<file path="src/tlic_params.svh">
// register offsets, field positions, reset values and vector addresses of the interrupt controller
`ifndef TLIC_PARAMS_SVH
`define TLIC_PARAMS_SVH
`define TLIC_ADDR_TCTL 8'h88
`define TLIC_ADDR_SCTL 8'h98
`define TLIC_ADDR_EN 8'ha8
`define TLIC_ADDR_LVL 8'hb8
`define TLIC_ADDR_FLAGS 8'hfa
`define TLIC_BIT_EXT0_SEL 0
`define TLIC_BIT_EXT0_FLAG 1
`define TLIC_BIT_EXT1_SEL 2
`define TLIC_BIT_EXT1_FLAG 3
`define TLIC_BIT_T0_FLAG 5
`define TLIC_BIT_T1_FLAG 7
`define TLIC_BIT_RX_FLAG 0
`define TLIC_BIT_TX_FLAG 1
`define TLIC_BIT_PWM_FLAG 0
`define TLIC_BIT_MMT_FLAG 1
`define TLIC_BIT_P54 6
`define TLIC_BIT_P53 7
`define TLIC_BIT_GATE 7
`define TLIC_RST_TCTL 8'h00
`define TLIC_RST_SCTL 8'h00
`define TLIC_RST_EN 8'h00
`define TLIC_RST_LVL 8'h00
`define TLIC_RST_FLAGS 8'h00
`define TLIC_EN_MASK 8'hbf
`define TLIC_LVL_MASK 8'h3f
`define TLIC_VEC_EXT0 8'h03
`define TLIC_VEC_T0 8'h0b
`define TLIC_VEC_EXT1 8'h13
`define TLIC_VEC_T1 8'h1b
`define TLIC_VEC_SER 8'h23
`define TLIC_VEC_PWM 8'h2b
`endif

</file>
<file path="src/tlic_pkg.sv">
// types shared by the interrupt controller
package tlic_pkg;
  typedef struct packed {
    logic wr;
    logic rd;
    logic bit_op;
    logic [7:0] addr;
    logic [2:0] bit_sel;
    logic [7:0] wdata;
  } tlic_sfr_req_t;
  typedef struct packed {
    logic timer0_overflow;
    logic timer0_mode3;
    logic timer1_overflow;
    logic serial_rx_done;
    logic serial_tx_done;
    logic pwm_event;
    logic mmt_event;
    logic display_event;
  } tlic_src_t;
  typedef struct packed {
    logic req;
    logic [7:0] vector;
    logic high;
  } tlic_core_req_t;
endpackage

</file>
<file path="src/tlic_top.sv">
// two level interrupt request, enable, priority and vectoring logic
// Summary of operation
// RL1: timer control holds ext0 flag bit1, timer0 bit5, ext1/display bit3, timer1 bit7.
// RL2: serial control holds receive flag bit0, transmit bit1; either raises serial vector.
// RL3: timer overflow sets its flag, except timer 0 in mode 3.
// RL4: pwm/multi-mode vector request is the OR of both flags, vector 2b.
// RL5: flag register bit0 pwm flag, bit1 multi-mode flag, set by their sources.
// RL6: pwm and multi-mode flags stay set on vector entry until software clears.
// RL7: flag register bit7 port5 line3, bit6 line4, bits 2-5 reserved, resets 00.
// RL8: software writes set or clear every request flag like hardware does; level-mode ext0/ext1 flags follow the pin and ignore writes.
// RL9: request acknowledged only when individually enabled, serviced at its selected level.
// RL10: enable register bits 0-5 enable the six vectors, bit 6 reserved.
// RL11: enable bit 7 gates all interrupts globally.
// RL12: timer, enable, level and serial registers bit-addressable; flag register byte only.
// RL13: each vector takes one of two levels; nesting at most two deep.
// RL14: software selects level or transition activation per external input.
// RL15: vectors 03, 0b, 13, 1b, 23, 2b in source order.
// RL16: high level preempts low service; same or higher level never preempted.
// RL17: equal level ties resolved ext0, timer0, ext1, timer1, serial, pwm/mmt.
// RL18: select bit 1 gives falling edge trigger, 0 gives low level trigger.
// RL19: request held until core acknowledges; active level recorded until return.
`timescale 1ns/1ps
`include "tlic_params.svh"
module tlic_top (
  input wire logic clock, // core clock
  input wire logic rst, // asynchronous reset, active high
  input wire tlic_pkg::tlic_sfr_req_t sfr_req, // special function register access
  output logic [7:0] sfr_rdata, // read data of the addressed register
  output logic sfr_hit, // address belongs to this block
  input wire logic ext0_line, // external request 0 input
  input wire logic ext1_line, // external request 1 input
  input wire logic port5_line3_input, // port 5 line 3
  input wire logic port5_line4_input, // port 5 line 4
  input wire tlic_pkg::tlic_src_t src, // peripheral event pulses
  output tlic_pkg::tlic_core_req_t core_req, // request presented to the core
  input wire logic core_ack, // core takes the presented vector
  input wire logic core_reti // core returns from interrupt
);
  import tlic_pkg::*;

  typedef enum logic [2:0] {
    TLIC_IDLE = 3'b001,
    TLIC_PRESENT = 3'b010,
    TLIC_HOLD = 3'b100
  } tlic_state_t;

  logic [7:0] timer_and_ext_request_control, next_timer_and_ext_request_control;
  logic [7:0] serial_port_control, next_serial_port_control;
  logic [7:0] irq_enable_mask, next_irq_enable_mask;
  logic [7:0] irq_level_select, next_irq_level_select;
  logic [1:0] shared_irq_flags, next_shared_irq_flags;
  logic ext0_prev, ext1_prev;
  logic next_ext0_prev, next_ext1_prev;
  // bit 1: a high level routine runs, bit 0: a low level routine runs
  logic [1:0] active_level, next_active_level;
  tlic_state_t state, next_state;
  logic [2:0] sel_idx, next_sel_idx;
  logic sel_high, next_sel_high;
  logic [7:0] sel_vector, next_sel_vector;

  logic [5:0] pending;
  logic [5:0] eligible;
  logic win_found;
  logic [2:0] win_idx;
  logic win_high;

  // merge a whole-byte or single-bit write into a register value
  function automatic logic [7:0] sfr_merge(input logic [7:0] cur, input tlic_sfr_req_t r);
    logic [7:0] res;
    res = cur;
    if (r.bit_op) begin
      res[r.bit_sel] = r.wdata[0];
    end else begin
      res = r.wdata;
    end
    return res;
  endfunction

  function automatic logic [7:0] vec_of(input logic [2:0] idx);
    logic [7:0] v;
    unique case (idx)
      3'h0: v = `TLIC_VEC_EXT0; // RL15
      3'h1: v = `TLIC_VEC_T0;
      3'h2: v = `TLIC_VEC_EXT1;
      3'h3: v = `TLIC_VEC_T1;
      3'h4: v = `TLIC_VEC_SER;
      default: v = `TLIC_VEC_PWM; // RL4
    endcase
    return v;
  endfunction

  // write strobe for one register address
  function automatic logic wr_to(input tlic_sfr_req_t r, input logic [7:0] a);
    return r.wr && r.addr == a;
  endfunction

  logic wr_tctl, wr_sctl, wr_en, wr_lvl, wr_flags;
  logic ext0_fall, ext1_fall;
  logic take_ext0, take_t0, take_ext1, take_t1;

  // register write strobes, pin edges and vector entry for ext0, timer0, ext1 and timer1
  always_comb begin
    wr_tctl = wr_to(sfr_req, `TLIC_ADDR_TCTL);
    wr_sctl = wr_to(sfr_req, `TLIC_ADDR_SCTL);
    wr_en = wr_to(sfr_req, `TLIC_ADDR_EN);
    wr_lvl = wr_to(sfr_req, `TLIC_ADDR_LVL);
    wr_flags = wr_to(sfr_req, `TLIC_ADDR_FLAGS) && !sfr_req.bit_op; // RL12
    ext0_fall = ext0_prev && !ext0_line;
    ext1_fall = ext1_prev && !ext1_line;
    take_ext0 = core_ack && state == TLIC_PRESENT && sel_idx == 3'h0;
    take_t0 = core_ack && state == TLIC_PRESENT && sel_idx == 3'h1;
    take_ext1 = core_ack && state == TLIC_PRESENT && sel_idx == 3'h2;
    take_t1 = core_ack && state == TLIC_PRESENT && sel_idx == 3'h3;
  end

  // request flag registers; hardware set wins over any clear in the same cycle
  always_comb begin
    next_timer_and_ext_request_control = timer_and_ext_request_control;
    next_serial_port_control = serial_port_control;
    next_shared_irq_flags = shared_irq_flags;
    if (wr_tctl) begin
      next_timer_and_ext_request_control = sfr_merge(timer_and_ext_request_control, sfr_req); // RL8 RL12
    end
    if (wr_sctl) begin
      next_serial_port_control = sfr_merge(serial_port_control, sfr_req); // RL8 RL12
    end
    if (wr_flags) begin
      next_shared_irq_flags = {sfr_req.wdata[`TLIC_BIT_MMT_FLAG], sfr_req.wdata[`TLIC_BIT_PWM_FLAG]}; // RL8
    end
    // edge-triggered external flags and timer flags clear on vector entry
    if (take_ext0 && timer_and_ext_request_control[`TLIC_BIT_EXT0_SEL]) begin
      next_timer_and_ext_request_control[`TLIC_BIT_EXT0_FLAG] = 1'b0;
    end
    if (take_ext1 && timer_and_ext_request_control[`TLIC_BIT_EXT1_SEL]) begin
      next_timer_and_ext_request_control[`TLIC_BIT_EXT1_FLAG] = 1'b0;
    end
    if (take_t0) begin
      next_timer_and_ext_request_control[`TLIC_BIT_T0_FLAG] = 1'b0;
    end
    if (take_t1) begin
      next_timer_and_ext_request_control[`TLIC_BIT_T1_FLAG] = 1'b0;
    end
    // level mode tracks the pin; edge mode latches a falling edge
    if (timer_and_ext_request_control[`TLIC_BIT_EXT0_SEL]) begin // RL14
      if (ext0_fall) begin
        next_timer_and_ext_request_control[`TLIC_BIT_EXT0_FLAG] = 1'b1; // RL18
      end
    end else begin
      next_timer_and_ext_request_control[`TLIC_BIT_EXT0_FLAG] = !ext0_line; // RL18
    end
    if (timer_and_ext_request_control[`TLIC_BIT_EXT1_SEL]) begin // RL14
      if (ext1_fall || src.display_event) begin
        next_timer_and_ext_request_control[`TLIC_BIT_EXT1_FLAG] = 1'b1; // RL18
      end
    end else begin
      next_timer_and_ext_request_control[`TLIC_BIT_EXT1_FLAG] = !ext1_line || src.display_event; // RL18
    end
    if (src.timer0_overflow && !src.timer0_mode3) begin
      next_timer_and_ext_request_control[`TLIC_BIT_T0_FLAG] = 1'b1; // RL3 RL1
    end
    if (src.timer1_overflow) begin
      next_timer_and_ext_request_control[`TLIC_BIT_T1_FLAG] = 1'b1; // RL3 RL1
    end
    if (src.serial_rx_done) begin
      next_serial_port_control[`TLIC_BIT_RX_FLAG] = 1'b1; // RL2
    end
    if (src.serial_tx_done) begin
      next_serial_port_control[`TLIC_BIT_TX_FLAG] = 1'b1; // RL2
    end
    // no clear on vector entry for these two
    if (src.pwm_event) begin
      next_shared_irq_flags[0] = 1'b1; // RL5 RL6
    end
    if (src.mmt_event) begin
      next_shared_irq_flags[1] = 1'b1; // RL5 RL6
    end
  end

  // configuration registers; reserved bits always read back as zero
  always_comb begin
    next_irq_enable_mask = irq_enable_mask;
    next_irq_level_select = irq_level_select;
    if (wr_en) begin
      next_irq_enable_mask = sfr_merge(irq_enable_mask, sfr_req) & `TLIC_EN_MASK; // RL10
    end
    if (wr_lvl) begin
      next_irq_level_select = sfr_merge(irq_level_select, sfr_req) & `TLIC_LVL_MASK; // RL13
    end
  end

  always_ff @(posedge clock or posedge rst) begin
    if (rst) begin
      timer_and_ext_request_control <= `TLIC_RST_TCTL;
      serial_port_control <= `TLIC_RST_SCTL;
      shared_irq_flags <= 2'(`TLIC_RST_FLAGS); // RL7
    end else begin
      timer_and_ext_request_control <= next_timer_and_ext_request_control;
      serial_port_control <= next_serial_port_control;
      shared_irq_flags <= next_shared_irq_flags;
    end
  end

  always_ff @(posedge clock or posedge rst) begin
    if (rst) begin
      irq_enable_mask <= `TLIC_RST_EN;
      irq_level_select <= `TLIC_RST_LVL;
    end else begin
      irq_enable_mask <= next_irq_enable_mask;
      irq_level_select <= next_irq_level_select;
    end
  end

  // pin history for the falling edge detectors; reset to the idle high level so no false edge follows reset
  always_comb begin
    next_ext0_prev = ext0_line;
    next_ext1_prev = ext1_line;
  end

  always_ff @(posedge clock or posedge rst) begin
    if (rst) begin
      ext0_prev <= 1'b1;
      ext1_prev <= 1'b1;
    end else begin
      ext0_prev <= next_ext0_prev;
      ext1_prev <= next_ext1_prev;
    end
  end

  // arbitration: level first, then fixed polling order
  always_comb begin
    pending[0] = timer_and_ext_request_control[`TLIC_BIT_EXT0_FLAG]; // RL1
    pending[1] = timer_and_ext_request_control[`TLIC_BIT_T0_FLAG];
    pending[2] = timer_and_ext_request_control[`TLIC_BIT_EXT1_FLAG];
    pending[3] = timer_and_ext_request_control[`TLIC_BIT_T1_FLAG];
    pending[4] = serial_port_control[`TLIC_BIT_RX_FLAG] | serial_port_control[`TLIC_BIT_TX_FLAG]; // RL2
    pending[5] = shared_irq_flags[0] | shared_irq_flags[1]; // RL4
    eligible = pending & irq_enable_mask[5:0] & {6{irq_enable_mask[`TLIC_BIT_GATE]}}; // RL9 RL11
    win_found = 1'b0;
    win_idx = 3'h0;
    win_high = 1'b0;
    // high level may start unless a high routine runs; low only when idle
    for (int i = 5; i >= 0; i--) begin
      if (eligible[i] && irq_level_select[i] && !active_level[1]) begin // RL16 RL17
        win_found = 1'b1;
        win_idx = 3'(i);
        win_high = 1'b1;
      end
    end
    if (!win_found) begin
      for (int i = 5; i >= 0; i--) begin
        if (eligible[i] && !irq_level_select[i] && active_level == 2'b00) begin // RL16 RL17
          win_found = 1'b1;
          win_idx = 3'(i);
          win_high = 1'b0;
        end
      end
    end
  end

  always_comb begin
    next_state = state;
    next_sel_idx = sel_idx;
    next_sel_high = sel_high;
    next_sel_vector = sel_vector;
    next_active_level = active_level;
    // a return clears only the highest active level
    if (core_reti) begin
      if (active_level[1]) begin
        next_active_level[1] = 1'b0; // RL13
      end else begin
        next_active_level[0] = 1'b0;
      end
    end
    unique case (state)
      TLIC_IDLE: begin
        if (win_found) begin
          next_state = TLIC_PRESENT;
          next_sel_idx = win_idx;
          next_sel_high = win_high; // RL9
          next_sel_vector = vec_of(win_idx); // RL15
        end
      end
      TLIC_PRESENT: begin
        if (core_ack) begin // RL19
          next_state = TLIC_HOLD;
          if (sel_high) begin
            next_active_level[1] = 1'b1; // RL19
          end else begin
            next_active_level[0] = 1'b1; // RL19
          end
        end else if (!win_found) begin
          next_state = TLIC_IDLE; // request withdrawn by software or by a level-triggered external flag falling
        end else begin
          next_sel_idx = win_idx;
          next_sel_high = win_high;
          next_sel_vector = vec_of(win_idx);
        end
      end
      TLIC_HOLD: begin
        // one cycle so the cleared flag is not presented again
        next_state = TLIC_IDLE;
      end
    endcase
  end

  always_ff @(posedge clock or posedge rst) begin
    if (rst) begin
      state <= TLIC_IDLE;
      sel_idx <= 3'h0;
      sel_high <= 1'b0;
      sel_vector <= 8'h00;
      active_level <= 2'b00;
    end else begin
      state <= next_state;
      sel_idx <= next_sel_idx;
      sel_high <= next_sel_high;
      sel_vector <= next_sel_vector;
      active_level <= next_active_level;
    end
  end

  // request, vector and level all come from registered state
  always_comb begin
    core_req.req = state == TLIC_PRESENT; // RL19
    core_req.vector = sel_vector;
    core_req.high = sel_high;
  end

  // reads are combinational so the addressed register shows in the same cycle
  always_comb begin
    sfr_hit = 1'b1;
    unique case (sfr_req.addr)
      `TLIC_ADDR_TCTL: sfr_rdata = timer_and_ext_request_control;
      `TLIC_ADDR_SCTL: sfr_rdata = serial_port_control;
      `TLIC_ADDR_EN: sfr_rdata = irq_enable_mask;
      `TLIC_ADDR_LVL: sfr_rdata = irq_level_select;
      `TLIC_ADDR_FLAGS: sfr_rdata = {port5_line3_input, port5_line4_input, 4'h0, shared_irq_flags}; // RL7
      default: begin
        sfr_rdata = 8'h00;
        sfr_hit = 1'b0;
      end
    endcase
  end
endmodule // tlic_top

</file>
<file path="config.mk">
export PLATFORM = sky130hd
export DESIGN_NAME = tlic_top
export DESIGN_NICKNAME = d
export VERILOG_FILES = /design/src/tlic_pkg.sv /design/src/tlic_top.sv
export VERILOG_INCLUDE_DIRS = /design/src
export SDC_FILE = /design/constraint.sdc
export NUM_CORES = 1
export LEC_CHECK = 0
export BUFFER_PORTS_ARGS = -buffer_cell sky130_fd_sc_hd__buf_4
export CORE_ASPECT_RATIO = 0.9
export CORE_UTILIZATION = 43
export DETAILED_ROUTE_END_ITERATION = 16
export PLACE_DENSITY = 0.69
export SLEW_MARGIN = 20
export SYNTH_ARGS = -nofsm -noshare
export SYNTH_HDL_FRONTEND = slang
export SYNTH_SLANG_ARGS = --single-unit
</file>
<file path="constraint.sdc">
create_clock -name clock -period 2.6 [get_ports clock]
set_input_delay 0.39 -clock clock [delete_from_list [all_inputs] [get_ports clock]]
set_output_delay 0.39 -clock clock [all_outputs]
set_load 0.02 [all_outputs]
</file>
# After elaboration in Yosys (flattened, before gate mapping)
# Cells that the tools add are included.
# word_totals
register_bits,50
in_bits,38
output_inout_bits,19
word_cells,188
# classes
eq_ne,20
n_reduce_logical,67
bitwise_logic,4
order_cmp,2
n_mux,76
# ops
cell,count
two-way mux 3 bit,18
two-way mux 8 bit,6
logical AND 1 bit,41
equality test 8 bit (second input constant),5
case mux 8 bit (5 select lines),1
two-way mux 1 bit,35
bitwise mux 8 bit,4
case mux 6 bit (5 select lines),1
case mux 8 bit (2 select lines),1
equality test 3 x 2 -> 1 bit (second input constant),5
AND 6 bit,2
zero test 1 bit,11
two-way mux 2 bit,5
nonzero test 2 bit,5
equality test 3 x 1 -> 1 bit (second input constant),3
case mux 3 bit (3 select lines),1
inequality test 4 x 1 -> 1 bit (second input constant),2
equality test 3 bit (second input constant),2
zero test 3 bit,2
two-way mux 6 bit,1
case mux 3 bit (2 select lines),1
nonzero test 3 bit,2
OR reduction 5 bit,1
less-than comparator 3 x 4 -> 1 bit (second input constant),1
other kinds (9),13

# Depth between registers and ports, before layout
# Gate-level depths: netlist of run 1.
# logic_depth
word_depth,23
depth_mapped,8
ltp_nobuf,6

# Worst setup path after synthesis of run 1
# OpenSTA, ideal clock, no wires.
# synth_timing
path_kind,input to output
startpoint,in sfr_req[15] (netlist bit)
endpoint,out sfr_rdata[0]
required_time_ns,2.210
path_buffers,1
slack_ns,0.551
stages,5
arrival_ns,1.659
cell_sequence,buf_1 -> mux2_2 -> a22oi_1 -> nor2_1 -> a221o_1
# synth_between
elab_chain_len,2
elab_cells_between_ends,6
cone_classes,eq/ne (5); mux (1)
# synth_lines
element,line_no,text
"start, declared",tlic_top.sv:27,"input wire tlic_pkg::tlic_sfr_req_t sfr_req,"
equality test 8 bit,tlic_top.sv:332,unique case (sfr_req.addr)
case mux 8 bit (5 select lines) (*),tlic_top.sv:332,
"end, declared",tlic_top.sv:28,"output logic [7:0] sfr_rdata,"
# Mark *: on every way between the ends. The rest lies on a longest branch, timed or not.

# Worst setup path in the final report of run 1
# layout_timing
startpoint,in sfr_req[13] (netlist bit)
endpoint,out sfr_rdata[0]
# Same word-level chain as after synthesis.

==> impl_metrics.sql, run 1 <==
INSERT INTO impl_metrics (metric_group, metric, value, unit) VALUES
('clock_network', 'cts_max_level', '2', ''),
('timing', 'holdWs', '0.2055', 'ns'),
('worst_setup_path', 'regToRegEndpoint', 'sel_high', ''),
('placement', 'place.port_buffers', '52', ''),
('min_path', 'holdCritPathClass', 'in -> async', ''),
('pwr', 'p_int', '1.104', 'mW'),
('clock_network', 'path_clk_slew', '0.08', 'ns'),
('timing', 'final-setup-viol-count', '0', ''),
('pwr', 'power.net_switching', '439.1', 'µW'),
('clock_network', 'cts_buffer_depth', '2', ''),
('pwr', 'seq_power_share', '0.520', ''),
('pwr', 'power.density_cell_area', '455.0', 'nW/µm²'),
('synthesis', 'avgSynthCellArea', '9.351', 'µm²'),
('pwr', 'pwr-share-clk', '0.293', ''),
('final_layout', 'number_of_antenna_diodes', '0', ''),
('outcome', 'status', 'completed', ''),
('synthesis', 'ys.flop_type', 'sky130_fd_sc_hd__dfrtp_1', ''),
('detailed_routing', 'residual_drc', '0', ''),
('floorplanning', 'fp.coreArea', '6250', 'µm²'),
('timing', 'worst_slew_margin_rel', '0.4747', ''),
('detailed_routing', 'drt-initial-drc-count', '163', ''),
('worst_setup_path', 'timing.reg2reg.worst_path_depth', '5', ''),
('detailed_routing', 'drtPass1Iterations', '4', ''),
('global_routing', 'grt_pass1_wl', '11620', 'µm'),
('clock_network', 'cts_buffers', '5', ''),
('clock_network', 'post_cts_hold_buffers', '0', ''),
('global_routing', 'grt_overflow_total', '0', ''),
('final_layout', 'register_cell_area_after_layout', '1155', 'µm²'),
('detailed_routing', 'via_per_inst', '5.524', ''),
('detailed_routing', 'detail-route-antenna-nets', '0', ''),
('timing', 'final_worst_path_period_need', '2.281', 'ns'),
('worst_setup_path', 'critPathCaptureType', 'output port', ''),
('worst_setup_path', 'critical_path_required', '2.21', 'ns'),
('run', 'max_cap_violations', '0', ''),
('floorplanning', 'die_width', '87.71', 'µm'),
('worst_setup_path', 'worst-setup-path-type', 'in -> out', ''),
('final_layout', 'stdcell_count', '443', ''),
('synthesis', 'seq_area_frac_synth', '0.4063', ''),
('pwr', 'switching_share', '0.2846', ''),
('clock_network', 'cts_resized', '0', ''),
('global_routing', 'grt_use_total', '0.2214', ''),
('floorplanning', 'num_rows', '27', ''),
('floorplanning', 'die_area', '6941', 'µm²'),
('worst_setup_path', 'crit_end', 'sfr_rdata[0]', ''),
('timing', 'post-route-worst-setup-slack', '0.3187', 'ns'),
('timing', 'setup_tns', '0', 'ns'),
('pwr', 'p_total', '1.543', 'mW'),
('detailed_routing', 'vias', '2447', ''),
('synthesis', 'synth.ff_latch_count', '46', ''),
('global_routing', 'vias_in_the_first_global_route', '2370', ''),
('pwr', 'pleak', '1.541', 'nW'),
('timing', 'clock.fmax', '438.3', 'MHz'),
('synthesis', 'synth_warnings', '0', ''),
('worst_setup_path', 'critical_path.startpoint_type', 'input port', ''),
('floorplanning', 'initial_cell_density_of_the_core', '0.4549', ''),
('placement', 'place.gp.congestion', '0.8331', ''),
('timing', 'slew_viol_final', '0', ''),
('final_layout', 'nFillCells', '598', ''),
('clock_network', 'clock_sinks', '46', ''),
('pwr', 'ir_drop', '231.6', 'µV'),
('pwr', 'comb_power_share', '0.187', ''),
('final_layout', 'fin_nets', '393', ''),
('timing', 'setup_repair_after_global_routing_missed_its_margin', 'no', ''),
('worst_setup_path', 'timing.critical_path.from', 'sfr_req[13]', ''),
('detailed_routing', 'postRouteWirelength', '7085', 'µm'),
('clock_network', 'post-cts-setup-buffers', '0', ''),
('timing', 'worst_pin_slew', '0.7870', 'ns'),
('final_layout', 'multi_input_gate_area_in_the_final_layout', '1535', 'µm²'),
('clock_network', 'cts_root_buf', 'sky130_fd_sc_hd__clkbuf_8', ''),
('timing', 'final.setup_skew', '0.008026', 'ns'),
('floorplanning', 'die_h', '79.14', 'µm');
critical path, stage by stage:
cell	delay [ns]
sky130_fd_sc_hd__buf_4	0.10
sky130_fd_sc_hd__nand4bb_1	0.23
sky130_fd_sc_hd__or3_1	0.53
sky130_fd_sc_hd__nor3_1	0.28
sky130_fd_sc_hd__a221o_1	0.21
sky130_fd_sc_hd__buf_4	0.14
area by class of cell:
type | instances | area share
Inverter | 17 | 0.01919
Clock buffer | 7 | 0.02546
Multi-Input combinational cell | 227 | 0.4528
Tap cell | 87 | 0.03210
Clock inverter | 1 | 0.001476
Timing Repair Buffer | 58 | 0.1284
Sequential cell | 46 | 0.3406
metrics by stage:
step	utilization	area (µm²)
floorplan	-	2850
global placement	0.5277	3298
detailed placement	0.5277	3298
CTS	0.5423	3390
global route	0.5425	3391
finish	0.5425	3391
worst min-delay path by stage:
stage,to,slack (ns),startpoint
floorplan,ext0_prev,0.39,ext0_line
global placement,sel_vector[5],0.47,sel_vector[5]
detailed placement,sel_vector[4],0.47,sel_vector[4]
CTS,ext1_prev,0.20,ext1_line
global route,ext1_prev,0.18,ext1_line
finish,sel_vector[5],0.21,rst
cell usage after synthesis, types with 2 or more instances:
cell type / count / area, µm²
sky130_fd_sc_hd__clkbuf_1: 5 / 18.77
sky130_fd_sc_hd__mux4_2: 4 / 90.09
sky130_fd_sc_hd__dfstp_2: 3 / 78.83
sky130_fd_sc_hd__o31ai_1: 2 / 15.01
sky130_fd_sc_hd__nand4_1: 7 / 43.79
sky130_fd_sc_hd__mux2i_1: 3 / 30.03
sky130_fd_sc_hd__a22o_1: 3 / 26.28
sky130_fd_sc_hd__a21oi_1: 8 / 40.04
sky130_fd_sc_hd__and2_1: 4 / 25.02
sky130_fd_sc_hd__a21o_1: 4 / 30.03
sky130_fd_sc_hd__nand2b_1: 6 / 37.54
sky130_fd_sc_hd__o21a_1: 2 / 15.01
sky130_fd_sc_hd__o21ai_0: 16 / 80.08
sky130_fd_sc_hd__nand3b_1: 7 / 52.55
sky130_fd_sc_hd__a211oi_1: 2 / 15.01
sky130_fd_sc_hd__nor3b_1: 3 / 22.52
sky130_fd_sc_hd__inv_1: 17 / 63.81
sky130_fd_sc_hd__a211o_1: 2 / 17.52
sky130_fd_sc_hd__buf_2: 2 / 10.01
sky130_fd_sc_hd__nor3_4: 2 / 32.53
sky130_fd_sc_hd__o2111ai_1: 2 / 17.52
sky130_fd_sc_hd__buf_4: 5 / 37.54
sky130_fd_sc_hd__nor2b_1: 8 / 50.05
sky130_fd_sc_hd__a22oi_1: 5 / 37.54
sky130_fd_sc_hd__o22ai_1: 3 / 18.77
sky130_fd_sc_hd__buf_1: 2 / 7.510
sky130_fd_sc_hd__nor3_1: 7 / 35.03
sky130_fd_sc_hd__a221o_1: 4 / 40.04
sky130_fd_sc_hd__dfrtp_1: 43 / 1076
sky130_fd_sc_hd__mux2_2: 26 / 292.8
sky130_fd_sc_hd__a311o_1: 2 / 20.02
sky130_fd_sc_hd__nand2_1: 54 / 202.7
sky130_fd_sc_hd__buf_6: 2 / 22.52
sky130_fd_sc_hd__nor2_1: 13 / 48.80
sky130_fd_sc_hd__nand3_1: 11 / 55.05
logic make-up (layout without fill, tap and decap cells):
family	after synthesis	count (layout)	share of synthesized area
AND/OR/NAND/NOR	129	129	0.2324
flip-flops	46	46	0.4063
AO/OA/AOI/OAI	62	62	0.1585
other	1	3	0.001319
multiplexers	33	33	0.1452
buffers and inverters	33	83	0.05634
power by group through the flow:
stage,logic [mW],clock network [mW],registers (mW)
global route,0.321,0.503,0.811
floorplan,0.192,0,0.803
finish,0.288,0.452,0.803
CTS,0.290,0.464,0.801
global placement,0.284,0,0.813
detailed placement,0.289,0,0.815
sequential cells by signal, summed over array words and instances (netlist names):
name,cells
timer_and_ext_request_control,8
state,3
ext0_prev,1
sel_vector,4
sel_high,1
shared_irq_flags,2
active_level,2
sel_idx,3
serial_port_control,8
ext1_prev,1
irq_enable_mask,7
irq_level_select,6
routing by layer:
| metal | share of wire | up-vias | routed length [µm] | track usage |
|---|---|---|---|---|
| li1 | - | 1185 | - | - |
| met2 | 0.48 | 65 | 3375 | 0.3558 |
| met3 | 0.061 | 7 | 429 | 0.04990 |
| met4 | 0.011 | 0 | 78 | 0.05082 |
| met1 | 0.45 | 1190 | 3201 | 0.3026 |
| met5 | 0 | - | 0 | 0 |
layout by cell type, fill, tap and decap left out, types with 2 or more instances in the layout:
master / synthesis / routed
sky130_fd_sc_hd__buf_4: 5 / 58
sky130_fd_sc_hd__nand2_1: 54 / 54
sky130_fd_sc_hd__dfrtp_1: 43 / 43
sky130_fd_sc_hd__mux2_2: 26 / 26
sky130_fd_sc_hd__inv_1: 17 / 16
sky130_fd_sc_hd__o21ai_0: 16 / 16
sky130_fd_sc_hd__nor2_1: 13 / 13
sky130_fd_sc_hd__nand3_1: 11 / 11
sky130_fd_sc_hd__nor2b_1: 8 / 8
sky130_fd_sc_hd__a21oi_1: 8 / 8
sky130_fd_sc_hd__nand4_1: 7 / 7
sky130_fd_sc_hd__nand3b_1: 7 / 7
sky130_fd_sc_hd__nor3_1: 7 / 7
sky130_fd_sc_hd__nand2b_1: 6 / 6
sky130_fd_sc_hd__clkbuf_8: 0 / 6
sky130_fd_sc_hd__a22oi_1: 5 / 5
sky130_fd_sc_hd__a21o_1: 4 / 4
sky130_fd_sc_hd__mux4_2: 4 / 4
sky130_fd_sc_hd__and2_1: 4 / 4
sky130_fd_sc_hd__a221o_1: 4 / 4
sky130_fd_sc_hd__nor3b_1: 3 / 3
sky130_fd_sc_hd__o22ai_1: 3 / 3
sky130_fd_sc_hd__mux2i_1: 3 / 3
sky130_fd_sc_hd__a22o_1: 3 / 3
sky130_fd_sc_hd__conb_1: 1 / 3
sky130_fd_sc_hd__dfstp_2: 3 / 3
sky130_fd_sc_hd__nor3_4: 2 / 2
sky130_fd_sc_hd__o21a_1: 2 / 2
sky130_fd_sc_hd__o2111ai_1: 2 / 2
sky130_fd_sc_hd__a211oi_1: 2 / 2
sky130_fd_sc_hd__o31ai_1: 2 / 2
sky130_fd_sc_hd__clkinv_2: 0 / 2
sky130_fd_sc_hd__a211o_1: 2 / 2
sky130_fd_sc_hd__a311o_1: 2 / 2
(Power assumes the default switching activity.)
==> inputs of run 2 (changes only) <==
--- a/config.mk
+++ b/config.mk
@@ -7,8 +7,9 @@
 export NUM_CORES = 1
 export LEC_CHECK = 0
 export BUFFER_PORTS_ARGS = -buffer_cell sky130_fd_sc_hd__buf_4
-export CORE_ASPECT_RATIO = 0.9
+export CORE_ASPECT_RATIO = 0.7
 export CORE_UTILIZATION = 43
+export CTS_CLUSTER_SIZE = 16
 export DETAILED_ROUTE_END_ITERATION = 16
 export PLACE_DENSITY = 0.69
 export SLEW_MARGIN = 20
==> constraint.sdc (replaced) <==
create_clock -name clock -period 2.6 [get_ports clock]
set_input_delay 0.39 -clock clock [delete_from_list [all_inputs] [get_ports clock]]
set_output_delay 0.39 -clock clock [all_outputs]
set_load 0.005 [all_outputs]
==> impl_metrics.sql, run 2 (synthesis gave the netlist of run 1 again) <==
INSERT INTO impl_metrics (metric_group, metric, value, unit) VALUES
('clock_network', 'post_cts_hold_buffers', '0', ''),
('global_routing', 'largest_net_degree_at_the_start_of_global_routing', '47', ''),
('floorplanning', 'die_width', '99.18', 'µm'),
('placement', 'place_inst', '428', ''),
('worst_setup_path', 'worst-setup-path-type', 'in -> out', ''),
('final_layout', 'fin_nets', '395', ''),
('worst_setup_path', 'setup.reg_to_reg.worst_slack', '0.47', 'ns'),
('worst_setup_path', 'worstSetupPathDepth', '6', ''),
('floorplanning', 'die_h', '70.03', 'µm'),
('floorplanning', 'initial_cell_density_of_the_core', '0.4508', ''),
('outcome', 'status', 'completed', ''),
('clock_network', 'path_clk_slew', '0.09', 'ns'),
('global_routing', 'grt_use_total', '0.2180', ''),
('worst_setup_path', 'critical_path.startpoint_type', 'input port', ''),
('final_layout', 'fin_util', '0.5464', ''),
('clock_network', 'cts_max_level', '2', ''),
('clock_network', 'cts_buffer_depth', '2', ''),
('detailed_routing', 'wl_met2', '2948', 'µm'),
('pwr', 'power.density_cell_area', '505.0', 'nW/µm²'),
('final_layout', 'nFillCells', '589', ''),
('final_layout', 'reg_top3', 'serial_port_control (8), timer_and_ext_request_control (8), irq_enable_mask (7)', ''),
('final_layout', 'number_of_antenna_diodes', '0', ''),
('detailed_routing', 'wl_met1', '3577', 'µm'),
('worst_setup_path', 'worst_path_dominant_cell_family', 'simple AND/OR/NAND/NOR gates', ''),
('pwr', 'ir_drop', '299.5', 'µV'),
('final_layout', 'layout.cells.most_common_list', '60 x sky130_fd_sc_hd__buf_4, 54 x sky130_fd_sc_hd__nand2_1, 43 x sky130_fd_sc_hd__dfrtp_1', ''),
('global_routing', 'number_of_antenna_violations_at_the_first_check_in_global_routing', '0', ''),
('min_path', 'holdCritPathClass', 'in -> reg', ''),
('timing', 'post-route-worst-setup-slack', '0.3827', 'ns'),
('timing', 'final-setup-viol-count', '0', ''),
('placement', 'place.gp.congestion', '0.8907', ''),
('timing', 'worst_pin_slew', '0.7941', 'ns'),
('final_layout', 'layout-area-overhead-vs-synth', '21.21', '%'),
('detailed_routing', 'top_layer_used', 'met4', ''),
('clock_network', 'clock_sinks', '46', ''),
('timing', 'setup_repair_after_global_routing_missed_its_margin', 'no', ''),
('global_routing', 'vias_in_the_first_global_route', '2349', ''),
('detailed_routing', 'residual_drc', '0', ''),
('placement', 'hpwl_reported_at_the_end_of_detailed_placement', '5262', 'µm'),
('final_layout', 'stdcell_count', '436', ''),
('timing', 'final_min_period_over_clock_period', '0.8528', ''),
('final_layout', 'drive_above_1_share', '0.2989', ''),
('detailed_routing', 'detail-route-antenna-nets', '0', ''),
('clock_network', 'post-cts-setup-buffers', '0', ''),
('pwr', 'p_total', '1.740', 'mW'),
('clock_network', 'cts_buffers', '5', ''),
('floorplanning', 'fp.coreArea', '6306', 'µm²'),
('worst_setup_path', 'crit_buf_inv', '2', ''),
('detailed_routing', 'wl_per_cell', '16.33', 'µm'),
('placement', 'placed_cell_area', '3302', 'µm²'),
('worst_setup_path', 'path_cells', 'buf_4 > nand4bb_1 > or3_1 > nor3_1 > a221o_1 > buf_4', ''),
('detailed_routing', 'drt-initial-drc-count', '193', ''),
('timing', 'setup_tns', '0', 'ns'),
('detailed_routing', 'vias', '2467', ''),
('min_path', 'hold_path_depth', '1', ''),
('detailed_routing', 'drtPass1Iterations', '5', ''),
('worst_setup_path', 'critical_path_required', '2.21', 'ns'),
('detailed_routing', 'via_per_inst', '5.658', ''),
('clock_network', 'cts_resized', '0', ''),
('timing', 'timing.final.hold_violations', '0', ''),
('clock_network', 'worst_skew_pair.late_latency', '0.30', 'ns'),
('floorplanning', 'design.portCount', '57', ''),
('worst_setup_path', 'slowest_stage', 'sky130_fd_sc_hd__or3_1', ''),
('run', 'max_cap_violations', '0', ''),
('final_layout', 'stdcell_area', '3446', 'µm²'),
('detailed_routing', 'met3RoutedLength', '512', 'µm'),
('timing', 'clock.fmax', '451.0', 'MHz'),
('worst_setup_path', 'worstPathMaxFanout', '8', ''),
('worst_setup_path', 'data_arrival_time_of_the_critical_path', '1.83', 'ns'),
('worst_setup_path', 'slowest_delay', '0.54', 'ns'),
('worst_setup_path', 'timing.reg2reg.worst_path_depth', '6', ''),
('placement', 'place.port_buffers', '52', ''),
('timing', 'slew_viol_final', '0', ''),
('pwr', 'pleak', '1.574', 'nW'),
('global_routing', 'grt_pass1_wl', '11670', 'µm'),
('timing', 'final.setup_skew', '0.007494', 'ns'),
('final_layout', 'final_common_cell', 'sky130_fd_sc_hd__buf_4', ''),
('clock_network', 'tritoncts', 'yes', ''),
('floorplanning', 'num_rows', '24', ''),
('global_routing', 'grt_overflow_total', '0', ''),
('timing', 'holdWs', '0.1982', 'ns'),
('clock_network', 'cts_root_buf', 'sky130_fd_sc_hd__clkbuf_8', ''),
('placement', 'pre_cts_ws', '0.2222', 'ns'),
('worst_setup_path', 'most_frequent_cp_cell', 'sky130_fd_sc_hd__buf_4', ''),
('timing', 'worst_slew_margin_rel', '0.4700', ''),
('worst_setup_path', 'critPathCaptureType', 'output port', ''),
('floorplanning', 'die_area', '6945', 'µm²'),
('timing', 'final_worst_path_period_need', '2.217', 'ns'),
('detailed_routing', 'postRouteWirelength', '7122', 'µm');
-- run 2: cell types whose count changed in the layout (fill, tap and decap cells not counted) --
cell / before / now
sky130_fd_sc_hd__bufinv_16: 0 / 2
sky130_fd_sc_hd__clkbuf_1: 1 / 0
sky130_fd_sc_hd__clkinv_2: 2 / 1
sky130_fd_sc_hd__buf_4: 58 / 60
-- run 2: routing by layer --
| metal | track usage | up-vias |
|---|---|---|
| met5 | 0 | - |
| met3 | 0.05105 | 10 |
| met2 | 0.3139 | 95 |
| met4 | 0.04902 | 0 |
| li1 | - | 1188 |
| met1 | 0.3303 | 1174 |
-- run 2: final timing paths --
kind | start | to
min | ext0_line | ext0_prev
min reg2reg | sel_vector[4] | sel_vector[4]
min in group asynchronous | rst | state[2]
max | sfr_req[13] | sfr_rdata[1]
max in group asynchronous | rst | ext1_prev
max reg2reg | irq_enable_mask[7] | sel_vector[3]
-- run 2: report_power, final --
group          total [mW]  internal, mW  switching [mW]
combinational       0.275         0.128           0.146
clock               0.664         0.410           0.254
sequential          0.801         0.761          0.0402
-- run 2: layout make-up --
type / instances / area [µm²] / area share
clock buffer: 6 / 82.58 / 0.02397
timing repair buffer: 60 / 450.4 / 0.1307
sequential: 46 / 1155 / 0.3352
tap: 78 / 97.59 / 0.02832
multi-input combinational: 227 / 1535 / 0.4455
inverter: 17 / 65.06 / 0.01888
clock inverter: 2 / 60.06 / 0.01743
